--- src/cer_pkg.sv ---
// Package for the controller error reporting block.
// Assumes a single 20 MHz clock domain and a plain register port.
`default_nettype none
package cer_pkg;
   // -----------------------------------------------------------------
   // Error codes
   // -----------------------------------------------------------------
   localparam logic [7:0] CODE_TYPE    = 8'hc0;
   localparam logic [7:0] CODE_TIMEOUT = 8'hc1;
   localparam logic [7:0] CODE_RESEL   = 8'h82;
   localparam logic [7:0] CODE_OVERRUN = 8'h83;
   localparam logic [7:0] CODE_DIR     = 8'h84;
   localparam logic [7:0] CODE_SCSI    = 8'h86;
   localparam logic [7:0] CODE_PANIC   = 8'hff;
   // -----------------------------------------------------------------
   // Response status word values
   // -----------------------------------------------------------------
   localparam logic [15:0] RSW_CTRL_ERR = 16'h0085;
   localparam logic [15:0] RSW_SCSI_ERR = 16'h0885;
   localparam int          RSW_VALID_BIT  = 0;
   localparam int          RSW_ERROR_BIT  = 2;
   localparam int          RSW_CHANGE_BIT = 7;
   localparam int          RSW_SCSI_BIT   = 11;
   // -----------------------------------------------------------------
   // Status block layout and diagnostic word
   // -----------------------------------------------------------------
   localparam logic [3:0] BLK_WORD_RSW  = 4'h0;
   localparam logic [3:0] BLK_WORD_CODE = 4'h6;
   localparam logic [3:0] BLK_WORD_DIAG = 4'h7;
   localparam int         DIAG_BUS0_BIT = 12;
   localparam int         DIAG_BUS1_BIT = 13;
   localparam int         OPT_NRSE_BIT  = 2;
   // -----------------------------------------------------------------
   // Register offsets
   // -----------------------------------------------------------------
   localparam logic [3:0] REG_CTRL    = 4'h0;
   localparam logic [3:0] REG_STATUS  = 4'h1;
   localparam logic [3:0] REG_RSW     = 4'h2;
   localparam logic [3:0] REG_CODE    = 4'h3;
   localparam logic [3:0] REG_DIAG    = 4'h4;
   localparam logic [3:0] REG_QUEUE   = 4'h5;
   localparam logic [3:0] REG_LEVEL   = 4'h6;
   localparam logic [3:0] REG_OPTIONS = 4'h7;
   localparam int CTRL_ACK_BIT    = 0;
   localparam int CTRL_FREEZE_BIT = 1;
   localparam logic [15:0] RST_ZERO = 16'h0000;
   localparam int PANIC_LEN = 4;
   // Panic text: file, line, description (arbitrary short form)
   localparam logic [7:0] PANIC_TEXT [PANIC_LEN] =
      '{8'h63, 8'h3a, 8'h31, 8'h21};
   typedef enum logic [2:0] {
      CER_IDLE, CER_RSW, CER_CODE, CER_DIAG, CER_TEXT, CER_DONE
   } cer_state_e;
endpackage
`default_nettype wire

--- src/cer_classify.sv ---
// Classifier of raw fault events into controller error codes.
// Assumes event inputs are synchronous one-cycle pulses.
`timescale 1ns/1ps
`default_nettype none
module cer_classify
(
   input  wire logic       type_nz_in,
   input  wire logic       timeout_in,
   input  wire logic       resel_in,
   input  wire logic       overrun_in,
   input  wire logic       dir_in,
   input  wire logic       scsi_in,
   input  wire logic       panic_in,
   input  wire logic       nrse_en_in,
   output logic            hit_out,
   output logic [7:0]      code_out,
   output logic            blk_valid_out,
   output logic            is_panic_out
);
   import cer_pkg::*;
   // Unreported SCSI faults turn into a panic
   wire scsi_panic = scsi_in & ~nrse_en_in;
   wire any_panic  = panic_in | scsi_panic;
   assign hit_out = type_nz_in | timeout_in | resel_in | overrun_in |
                    dir_in | scsi_in | panic_in;
   assign is_panic_out = any_panic;
   // Priority: panic, scsi, type, timeout, resel, overrun, direction
   assign code_out =
      any_panic  ? CODE_PANIC   :
      scsi_in    ? CODE_SCSI    :
      type_nz_in ? CODE_TYPE    :
      timeout_in ? CODE_TIMEOUT :
      resel_in   ? CODE_RESEL   :
      overrun_in ? CODE_OVERRUN :
                   CODE_DIR;
   // Reselection leaves the block fields invalid
   assign blk_valid_out = ~(code_out == CODE_RESEL);
endmodule
`default_nettype wire

--- src/cer_top.sv ---
// Controller error reporting block: classifies faults, writes the
// error status block into shared memory and tracks queue freezes.
// Assumes a synchronous shared memory write port and a host that
// acknowledges each report through the control register.
// Operation
// - Controller error code goes in word 6 of the status block.
// - Type error C0, timeout C1, unknown reselection 82.
// - Overrun 83, direction mismatch 84, non-recoverable SCSI 86.
// - Panic reports FF followed by ASCII file, line, description.
// - Panic text goes only to onboard memory, never offboard.
// - Controller error reports never freeze a work queue.
// - Nonzero parameter block type raises error C0.
// - Timed-out block stays active until completed or cancelled.
// - Reselection report marks other status block fields invalid.
// - Exhausted counters with more data requested raise 83.
// - Direction bit disagreeing with target raises 84.
// - For 86 the command tag is valid only when nonzero.
// - Enabled SCSI faults report status word 0885 with interrupt.
// - Diagnostic word: code bits 0-11, bus0 bit 12, bus1 bit 13.
// - Disabled SCSI fault reporting causes panic; reinit needed.
// - Bus reset returns active commands; freezes queues if chosen.
// - Unflushed queue resumes once bus free and command cleared.
// - Flush leaves bus-active commands; those end otherwise.
// - General controller error status word reads 0085.
// - Level 0 means no interrupt but still posts the block.
`timescale 1ns/1ps
`default_nettype none
module cer_top
(
   input  wire logic        clk_in,
   input  wire logic        rst_n_in,
   // Fault events
   input  wire logic        type_nz_in,
   input  wire logic        timeout_in,
   input  wire logic        resel_in,
   input  wire logic        overrun_in,
   input  wire logic        dir_in,
   input  wire logic        scsi_in,
   input  wire logic        panic_in,
   input  wire logic [11:0] scsi_code_in,
   input  wire logic        scsi_bus1_in,
   input  wire logic [7:0]  queue_in,
   // Queue control events
   input  wire logic        bus_reset_in,
   input  wire logic        complete_in,
   input  wire logic        cancel_in,
   input  wire logic        flush_in,
   input  wire logic        bus_free_in,
   input  wire logic        offboard_in,
   // Register port
   input  wire logic [3:0]  reg_addr_in,
   input  wire logic [15:0] reg_wdata_in,
   input  wire logic        reg_wr_in,
   input  wire logic        reg_rd_in,
   output logic      [15:0] reg_rdata_out,
   // Shared memory write port
   output logic             mem_we_out,
   output logic      [3:0]  mem_addr_out,
   output logic      [15:0] mem_wdata_out,
   output logic             mem_offboard_out,
   // Controller error interrupt and queue state
   output logic             irq_out,
   output logic             held_out,
   output logic             frozen_out,
   output logic             issue_ok_out,
   output logic             reset_ret_out,
   output logic             need_reinit_out
);
   import cer_pkg::*;
   // -----------------------------------------------------------------
   // Classification
   // -----------------------------------------------------------------
   logic       hit;
   logic [7:0] code;
   logic       blk_valid;
   logic       is_panic;
   logic       nrse_en_q;
   cer_classify u_class
   (
      .type_nz_in    (type_nz_in),
      .timeout_in    (timeout_in),
      .resel_in      (resel_in),
      .overrun_in    (overrun_in),
      .dir_in        (dir_in),
      .scsi_in       (scsi_in),
      .panic_in      (panic_in),
      .nrse_en_in    (nrse_en_q),
      .hit_out       (hit),
      .code_out      (code),
      .blk_valid_out (blk_valid),
      .is_panic_out  (is_panic)
   );
   // -----------------------------------------------------------------
   // Registers
   // -----------------------------------------------------------------
   cer_state_e  state_q, state_d;
   logic [15:0] rsw_q;
   logic [7:0]  code_q;
   logic [15:0] diag_q;
   logic [7:0]  queue_q;
   logic [7:0]  level_q;
   logic [15:0] opts_q;
   logic        valid_q;
   logic        busy_q;
   logic        pend_q;
   logic        freeze_opt_q;
   logic        frozen_q;
   logic        held_q;
   logic        flushed_q;
   logic        reinit_q;
   logic        irq_q;
   logic [1:0]  txt_q;
   logic [15:0] rdata_q;
   logic        we_q;
   logic [3:0]  addr_q;
   logic [15:0] wdata_q;
   logic        off_q;
   assign nrse_en_q = opts_q[OPT_NRSE_BIT];
   wire wr_ctrl  = reg_wr_in & (reg_addr_in == REG_CTRL);
   wire wr_level = reg_wr_in & (reg_addr_in == REG_LEVEL);
   wire wr_opts  = reg_wr_in & (reg_addr_in == REG_OPTIONS);
   wire ack      = wr_ctrl & reg_wdata_in[CTRL_ACK_BIT];
   wire take     = hit & ~busy_q & ~reinit_q;
   wire scsi_rep = take & scsi_in & nrse_en_q;
   // -----------------------------------------------------------------
   // Status word and diagnostic word
   // -----------------------------------------------------------------
   wire [15:0] rsw_new = scsi_rep ? RSW_SCSI_ERR
                                  : RSW_CTRL_ERR;
   wire [15:0] diag_new = {2'b00,
                           scsi_bus1_in, ~scsi_bus1_in, scsi_code_in};
   // -----------------------------------------------------------------
   // Posting sequence
   // -----------------------------------------------------------------
   always_comb
   begin
      state_d = state_q;
      case (state_q)
         CER_IDLE: if (take) state_d = CER_RSW;
         CER_RSW:  state_d = CER_CODE;
         CER_CODE:
            if (code_q == CODE_SCSI) state_d = CER_DIAG;
            else if (code_q == CODE_PANIC) state_d = CER_TEXT;
            else state_d = CER_DONE;
         CER_DIAG: state_d = CER_DONE;
         CER_TEXT:
            if (txt_q == 2'(PANIC_LEN - 1)) state_d = CER_DONE;
         CER_DONE: if (ack) state_d = CER_IDLE;
         default:  state_d = CER_IDLE;
      endcase
   end
   wire [15:0] txt_word = {8'h00, PANIC_TEXT[txt_q]};
   wire        mem_we_d = (state_q == CER_RSW) | (state_q == CER_CODE) |
                          (state_q == CER_DIAG) | (state_q == CER_TEXT);
   wire [3:0]  mem_addr_d =
      (state_q == CER_RSW)  ? BLK_WORD_RSW  :
      (state_q == CER_CODE) ? BLK_WORD_CODE :
      (state_q == CER_DIAG) ? BLK_WORD_DIAG :
                              4'(BLK_WORD_DIAG + 4'(txt_q));
   wire [15:0] mem_data_d =
      (state_q == CER_RSW)  ? rsw_q :
      (state_q == CER_CODE) ? {8'h00, code_q} :
      (state_q == CER_DIAG) ? diag_q : txt_word;
   // Panic text never goes to host memory
   wire off_d = offboard_in & (state_q != CER_TEXT)
                & (code_q != CODE_PANIC);
   always_ff @(posedge clk_in)
   begin
      if (!rst_n_in)
      begin
         state_q <= CER_IDLE;
         txt_q   <= 2'b00;
         we_q    <= 1'b0;
         addr_q  <= 4'h0;
         wdata_q <= RST_ZERO;
         off_q   <= 1'b0;
      end
      else
      begin
         state_q <= state_d;
         txt_q   <= (state_q == CER_TEXT) ? 2'(txt_q + 2'b01) : 2'b00;
         we_q    <= mem_we_d;
         addr_q  <= mem_addr_d;
         wdata_q <= mem_data_d;
         off_q   <= off_d & mem_we_d;
      end
   end
   assign busy_q = (state_q != CER_IDLE);
   always_ff @(posedge clk_in)
   begin
      if (!rst_n_in)
      begin
         rsw_q   <= RST_ZERO;
         code_q  <= 8'h00;
         diag_q  <= RST_ZERO;
         queue_q <= 8'h00;
         valid_q <= 1'b0;
      end
      else if (take)
      begin
         rsw_q   <= rsw_new;
         code_q  <= code;
         diag_q  <= scsi_rep ? diag_new : RST_ZERO;
         queue_q <= queue_in;
         valid_q <= blk_valid;
      end
   end
   // -----------------------------------------------------------------
   // Interrupt, reinit and configuration
   // -----------------------------------------------------------------
   always_ff @(posedge clk_in)
   begin
      if (!rst_n_in)
      begin
         level_q      <= 8'h00;
         opts_q       <= RST_ZERO;
         freeze_opt_q <= 1'b0;
         irq_q        <= 1'b0;
         reinit_q     <= 1'b0;
      end
      else
      begin
         if (wr_level) level_q <= reg_wdata_in[7:0];
         if (wr_opts) opts_q <= reg_wdata_in;
         if (wr_ctrl) freeze_opt_q <= reg_wdata_in[CTRL_FREEZE_BIT];
         // Interrupt only with nonzero level; posting happens anyway
         if ((state_d == CER_DONE) && (state_q != CER_DONE))
            irq_q <= (level_q != 8'h00);
         else if (ack)
            irq_q <= 1'b0;
         // Panic sticks until full reinitialization
         if (take & is_panic) reinit_q <= 1'b1;
         else if (wr_opts) reinit_q <= 1'b0;
      end
   end
   // -----------------------------------------------------------------
   // Queue behaviour
   // -----------------------------------------------------------------
   always_ff @(posedge clk_in)
   begin
      if (!rst_n_in)
      begin
         held_q    <= 1'b0;
         frozen_q  <= 1'b0;
         flushed_q <= 1'b0;
         pend_q    <= 1'b0;
      end
      else
      begin
         // Timed-out block held until it completes, is cancelled or reset
         if (take & timeout_in & ~is_panic & ~scsi_in & ~type_nz_in)
            held_q <= 1'b1;
         else if (complete_in | cancel_in | bus_reset_in)
            held_q <= 1'b0;
         // Only bus reset may freeze; errors never do
         if (bus_reset_in & freeze_opt_q)
            frozen_q <= 1'b1;
         else if (wr_ctrl & ~reg_wdata_in[CTRL_FREEZE_BIT])
            frozen_q <= 1'b0;
         if (flush_in) flushed_q <= 1'b1;
         else if (wr_opts) flushed_q <= 1'b0;
         pend_q <= bus_reset_in;
      end
   end
   // Issue resumes once the bus is free, the held command cleared and no freeze, flush or reinit is pending
   assign issue_ok_out = bus_free_in & ~held_q & ~frozen_q
                         & ~flushed_q & ~reinit_q;
   // -----------------------------------------------------------------
   // Register read
   // -----------------------------------------------------------------
   wire [15:0] status_word = {11'h000, reinit_q, flushed_q, frozen_q,
                              held_q, valid_q};
   // Tag field valid only when nonzero for SCSI faults
   wire [15:0] queue_word = {7'h00,
      (code_q == CODE_SCSI) ? (queue_q != 8'h00) : valid_q,
      queue_q};
   wire [15:0] rd_mux =
      (reg_addr_in == REG_STATUS)  ? status_word :
      (reg_addr_in == REG_RSW)     ? rsw_q :
      (reg_addr_in == REG_CODE)    ? {8'h00, code_q} :
      (reg_addr_in == REG_DIAG)    ? diag_q :
      (reg_addr_in == REG_QUEUE)   ? queue_word :
      (reg_addr_in == REG_LEVEL)   ? {8'h00, level_q} :
      (reg_addr_in == REG_OPTIONS) ? opts_q : RST_ZERO;
   always_ff @(posedge clk_in)
   begin
      if (!rst_n_in) rdata_q <= RST_ZERO;
      else rdata_q <= reg_rd_in ? rd_mux : RST_ZERO;
   end
   assign reg_rdata_out    = rdata_q;
   assign mem_we_out       = we_q;
   assign mem_addr_out     = addr_q;
   assign mem_wdata_out    = wdata_q;
   assign mem_offboard_out = off_q;
   assign irq_out          = irq_q;
   assign held_out         = held_q;
   assign frozen_out       = frozen_q;
   assign reset_ret_out    = pend_q;
   assign need_reinit_out  = reinit_q;
endmodule
`default_nettype wire

--- config.mk ---
export PLATFORM = sky130hd
export DESIGN_NAME = cer_top
export DESIGN_NICKNAME = d
export VERILOG_FILES = /design/src/cer_pkg.sv /design/src/cer_classify.sv /design/src/cer_top.sv
export SDC_FILE = /design/constraint.sdc
export NUM_CORES = 1
export LEC_CHECK = 0
export ABC_CLOCK_PERIOD_IN_PS = 4090
export BUFFER_PORTS_ARGS = -buffer_cell sky130_fd_sc_hd__buf_2
export CAP_MARGIN = 20
export CORE_MARGIN = 8
export CORE_UTILIZATION = 58
export DETAILED_ROUTE_END_ITERATION = 8
export HOLD_SLACK_MARGIN = 0.06
export PLACE_DENSITY_LB_ADDON = 0.12
export SYNTH_ARGS = -nofsm -noshare
export SYNTH_HDL_FRONTEND = slang
export SYNTH_SLANG_ARGS = --single-unit
--- constraint.sdc ---
create_clock -name clk_in -period 4.09 [get_ports clk_in]
set_clock_uncertainty 0.1 [all_clocks]
set_input_delay 0.6135 -clock clk_in [delete_from_list [all_inputs] [get_ports clk_in]]
set_output_delay 0.6135 -clock clk_in [all_outputs]
set_load 0.05 [all_outputs]
==> results of run 1 <==
stage by stage:
step,instances,hold WS [ps],cell area (um2)
after floorplan,499,331.6,4370
after global placement,662,341.0,4808
after detailed placement,662,345.9,4808
after CTS,678,360.2,5019
after global routing,678,375.7,5019
final,678,361.5,5019
cells in the final DEF (no fill, tap or decap), types with 6 or more instances in the layout:
master / instances
nor3b_1: 6
buf_2: 99
nand2_1: 83
nand3_1: 20
nor2b_1: 9
a22oi_1: 7
mux2i_1: 14
clkbuf_8: 9
and3_1: 10
and2_1: 9
nor2_1: 38
a211oi_1: 7
nand2b_1: 6
dfxtp_1: 102
a21oi_1: 65
o21ai_0: 9
nor3_1: 7
registers in the layout (all words and copies together) (netlist names), 2 cells and up:
register,count
state_q,3
mem_addr_out,4
txt_q,2
diag_q,14
opts_q,16
code_q,5
level_q,8
queue_q,8
mem_wdata_out,14
rsw_q,2
reg_rdata_out,16
power groups by stage:
| stage | logic, uW | registers [uW] | clock network, uW |
|---|---|---|---|
| 3_5_place_dp | 752 | 1260 | 0 |
| 3_3_place_gp | 741 | 1260 | 0 |
| 2_1_floorplan | 541 | 1330 | 0 |
| 4_1_cts | 754 | 1240 | 677 |
| 5_1_grt | 821 | 1250 | 723 |
| 6_report | 754 | 1240 | 675 |
per-layer routing:
metal,vias up,GRT usage (%),routed length [um]
li1,1889,-,-
met1,1832,29.21,4892
met2,172,36.81,5484
met3,20,4.186,1006
met4,0,9.344,276
met5,-,0,0
worst max-delay path, cell delays in order:
cell	delay, ps
buf_2	250
nor2b_1	500
nand3_1	650
a21oi_1	330
nor2_1	60
synth_stat cells, types with 2 or more instances:
master and instances:
a211oi_1 7, a21oi_1 65, a22oi_1 7, a311oi_2 2, a31oi_1 3, and2_1 9
and3_1 10, and4_1 2, buf_2 7, buf_4 3, buf_6 4, clkbuf_1 22
dfxtp_1 102, ha_1 4, inv_1 5, mux2_2 4, mux2i_1 14, mux4_2 5
nand2_1 83, nand2b_1 6, nand3_1 20, nand3b_1 4, nand4_1 2, nor2_1 38
nor2b_1 9, nor3_1 7, nor3b_1 6, nor4_1 5, o211a_1 2, o211ai_1 2
o21a_1 3, o21ai_0 9, or4_1 2
path summary, 6_finish.rpt:
| path | from | end | slack (ps) | depth (start not counted) |
|---|---|---|---|---|
| hold reg to reg | opts_q[0] | opts_q[0] | 360 | 2 |
| hold / removal | opts_q[0] | opts_q[0] | 360 | 2 |
| setup reg to reg | state_q[1] | state_q[0] | 1900 | 4 |
| setup / recovery | reg_addr_in[2] | flushed_q | 1820 | 5 |
cell type report:
cell class | instances | area [um2]
Clock inverter | 7 | 86.33
Multi-Input combinational cell | 353 | 2102
Fill cell | 642 | 2273
Sequential cell | 102 | 2042
Timing Repair Buffer | 102 | 518.0
Tap cell | 99 | 123.9
Inverter | 6 | 22.52
Clock buffer | 9 | 123.9
logic make-up (layout without fill, tap and decap cells):
family                   after synthesis  in the layout  synth area share [%]
XOR/XNOR                               1              1                0.2006
AO/OA/AOI/OAI                        114            114                 16.53
adder cells (fa/ha/maj)                4              4                 1.146
buffers and inverters                 44            124                 5.186
multiplexers                          23             23                 6.819
flip-flops                           102            102                 46.76
other                                  1              2               0.08588
AND/OR/NAND/NOR                      209            209                 23.27
==> impl_metrics.toml, run 1 <==
[route]
num_vias = 3913
post-route-drc-count = 0
viasPerCell = 5.771
drtIter0Drc = 273
routed_wl_um = 11660
wl_per_cell_um = 17.20
ant_nets = 0
first_pass_iters = 7

[clock_tree]
clk_path_buf_depth = 2
ctsResizeCount = 0
cts_inserted_buffers = 9
clkLatencyLatePin_ps = 370
cts_tree = "done"
cts_root_buffer = "clkbuf_8"
cts_setup_buffers = 0
cts_hold_buf = 0
h-tree-depth = 3
clock_sinks = 102
path_clk_slew_ps = 100

[setup_path]
cp.required_ps = 4240
crit_arrival_ps = 2420
end_kind = "register"
worstPathMaxFanout = 18
crit_path_start_kind = "primary input"
worstSetupPathType = "primary input to register"

[run]
maxCapViolCount = 0

[power]
share_comb_of_total_power_pct = 28.3
power_density_nw_per_um2 = 531.7
fin_total_pwr_uw = 2669
vdd_drop_max_mv = 0.5632
leakage_uw = 0.002026
internal_power_uw = 1648
p_switching_uw = 1020
clkPwrFrac_pct = 25.3
pwr-share-seq_pct = 46.5
switching_share_pct = 38.23

[grt]
grt_max_degree = 58
grt_remaining_overflow = 0
antenna_found_initial = 0
grt_pass1_vias = 3748
grt_pass1_wl_um = 18680
grt_usage_pct = 22.75

[sta]
tns_ps = 0
final-setup-viol-count = 0
layout_setup_ws_ps = 1817
worst_pin_slew_ps = 849.0
post-route-min-period_ps = 2273
maxSlewHeadroom_pct = 43.33
period_share_pct = 55.57
maxSlewViolCount = 0
finalHoldViolations = 0
rsz0062_at_grt = "no"
max_freq_ghz = 0.4400

[logic_synthesis]
syn_area_per_cell_um2 = 8.768
synth_area_leaders = "dfxtp_1 47%, a21oi_1 7.4%, nand2_1 7.1%"
synth_top_area_share_pct = 46.76
synthDistinctLibCells = 58
synth-main-ff-cell = "dfxtp_1"
synth_area_um2 = 4367
syn_inst = 498
ys_seq_elements = 102
ys_seq_area_share_pct = 46.76
yosysTopAreaCell = "dfxtp_1"
async_flop_share_pct = 0
synth_warnings = 0
synth_edf_count = 0

[final_layout]
final_nets = 636
diodes = 0
synthToLayoutAreaGrowth_pct = 14.93
fin_util_pct = 68.82
drive_above_1_share_pct = 23.14

[floorplanning]
num_rows = 31
core_um2 = 7292
initial_utilization_pct = 59.88
io_pins = 102
die_w_um = 102.8
die-area_um2 = 10560
die_height_um = 102.8

[outcome]
outcome = "complete, no violations"

[min_path]
min_path_type = "register to register"

[place]
dp_hpwl_um = 8600
globalplace.congestion = 0.9829
io_buffers = 99
place_ws_ps = 1466
No activity file was read; power rests on OpenSTA's default activity.
==> run 2: changes to the inputs <==
- ABC_AREA: unset -> 1
- ABC_CLOCK_PERIOD_IN_PS: 4090 -> 2300
- CORE_UTILIZATION: 58 -> 53
- clock period: 4.09 -> 2.3 ns (I/O delays scaled with it)
==> run 2 against run 1 <==
  * Cell count up 13%
  * Synthesized cell count rose by 12%
  * Sequential share of layout area barely moved
  * Critical path depth is 1 lower
  * Worst setup slack worse by 1300 ps
  * First-iteration DRC count decreased by 17%
  * Power increased by 59%
  * Global-route usage fell by 2.3 points
  * Hold slack worse by 260 ps
  * Critical endpoint is now issue_ok_out
  * Highest routed layer unchanged
==> impl_metrics.toml, run 2 <==
[outcome]
outcome = "complete, no violations"

[clock_tree]
cts_hold_buf = 0
cts_tree = "done"
cts_root_buffer = "clkbuf_8"
cts_inserted_buffers = 9
cts_setup_buffers = 0
ctsResizeCount = 0
path_clk_slew_ps = 90
clkLatencyLatePin_ps = 360
clock_sinks = 102
clk_path_buf_depth = 2
h-tree-depth = 3

[final_layout]
nFillCells = 728
design_area_um2 = 5016
fin_util_pct = 64.91
diodes = 0
layout.cells.most_common_list = "115 x nand2_1, 102 x dfxtp_1, 99 x buf_2, 76 x inv_1, 56 x a21oi_1"
synthToLayoutAreaGrowth_pct = 18.54
layout_commonest_cell = "nand2_1"
final_nets = 720
drive_above_1_share_pct = 22.32

[logic_synthesis]
synth_area_leaders = "dfxtp_1 48%, nand2_1 10%, inv_1 6.7%"
synth-main-ff-cell = "dfxtp_1"
yosysTopAreaCell = "dfxtp_1"
async_flop_share_pct = 0
ys_seq_elements = 102
synth_most_common_cell = "nand2_1"
syn_inst = 560
synth_top_area_share_pct = 48.26
syn_area_per_cell_um2 = 7.556
synthDistinctLibCells = 40
ys_seq_area_share_pct = 48.26
ys_top_cells_by_count = "115 x nand2_1, 102 x dfxtp_1, 76 x inv_1"
synth_edf_count = 0
synth_area_um2 = 4232
synth_warnings = 0

[run]
maxCapViolCount = 0

[grt]
grt_pass1_wl_um = 18620
grt_usage_pct = 20.44
antenna_found_initial = 0
grt_pass1_vias = 3942
grt_max_degree = 26
grt_remaining_overflow = 0

[place]
globalplace.congestion = 0.9137
io_buffers = 99
place_area_um2 = 4795
dp_hpwl_um = 9044

[sta]
tns_ps = 0
worst_pin_slew_ps = 696.7
hold_slack_ps = 100.3
post-route-min-period_ps = 1821
finalHoldViolations = 0
period_share_pct = 79.17
final-setup-viol-count = 0
maxSlewViolCount = 0
max_freq_ghz = 0.5492
maxSlewHeadroom_pct = 53.50
rsz0062_at_grt = "no"

[route]
num_vias = 3925
ant_nets = 0
viasPerCell = 5.131
post-route-drc-count = 0
wl_per_cell_um = 14.92
first_pass_iters = 5
drtIter0Drc = 226
routed_wl_um = 11410

[setup_path]
slowest_stage = "dfxtp_1"
cp.required_ps = 1860
worstPathMaxFanout = 4
max_stage_delay_ps = 360
ff2ff_path_depth = 6
end_kind = "output port"
worstSetupPathType = "register to output port"
r2r_slack_ps = 690
cp_cell_sequence = "inv_1, nand3_1, nor3_1, buf_2"
crit_path_start_kind = "register"
crit_arrival_ps = 1380

[floorplanning]
num_rows = 32
die_w_um = 105.4
io_pins = 102
die_height_um = 105.4
core_um2 = 7727
initial_utilization_pct = 54.76
die-area_um2 = 11100

[power]
power_density_nw_per_um2 = 844.9
vdd_drop_max_mv = 0.3946
fin_total_pwr_uw = 4238
leakage_uw = 0.002218

[min_path]
hold_depth = 3
min_path_type = "primary input to register"
run 2: routing by layer:
| metal | wire, um | GRT usage, % | up-vias | part of all wire (%) |
|---|---|---|---|---|
| met5 | 0 | 0 | - | 0 |
| met3 | 797 | 5.420 | 14 | 7.0 |
| met4 | 146 | 7.238 | 0 | 1.3 |
| met2 | 5293 | 33.45 | 139 | 46 |
| met1 | 5175 | 25.30 | 1769 | 45 |
| li1 | - | - | 2003 | - |
run 2: cell families (layout without fill, tap and decap cells):
| group | after synthesis | in the layout | share of synthesized area (%) |
|---|---|---|---|
| fa+ha+maj | 4 | 4 | 1.183 |
| other cells | 1 | 2 | 0.08862 |
| simple gates | 217 | 217 | 23.12 |
| compound gates | 134 | 134 | 17.42 |
| buf+inv | 102 | 204 | 9.935 |
| flops | 102 | 102 | 48.26 |
run 2: final cells by class:
cell class / instances / area (um2) / area share, %
sequential: 102 / 2042 / 40.71
inverter: 83 / 311.5 / 6.211
tap: 102 / 127.6 / 2.544
multi-input combinational: 357 / 1773 / 35.35
clock buffer: 9 / 123.9 / 2.469
timing repair buffer: 105 / 540.5 / 10.78
clock inverter: 7 / 97.59 / 1.946
run 2: report_power, final:
group / switching (uW) / internal [uW]
Combinational: 688 / 271
Clock: 613 / 616
Sequential: 124 / 1930
Total: 1430 / 2810
run 2: critical path: cells and delay by family, from the launching register on:
family        cells  cell delay [ps]
flops             1              360
buf+inv           2              440
simple gates      2              240
run 2: metrics by stage:
step / cells / setup WS (ps)
global route: 765 / 392.9
detailed placement: 749 / 389.9
finish: 765 / 479.0
floorplan: 561 / 123.3
global placement: 749 / 435.9
CTS: 765 / 467.4
run 2: worst paths after layout:
path	to	start
max	issue_ok_out	need_reinit_out
min	flushed_q	flush_in
max reg2reg	mem_wdata_out[7]	state_q[1]
min reg2reg	reg_rdata_out[14]	opts_q[14]
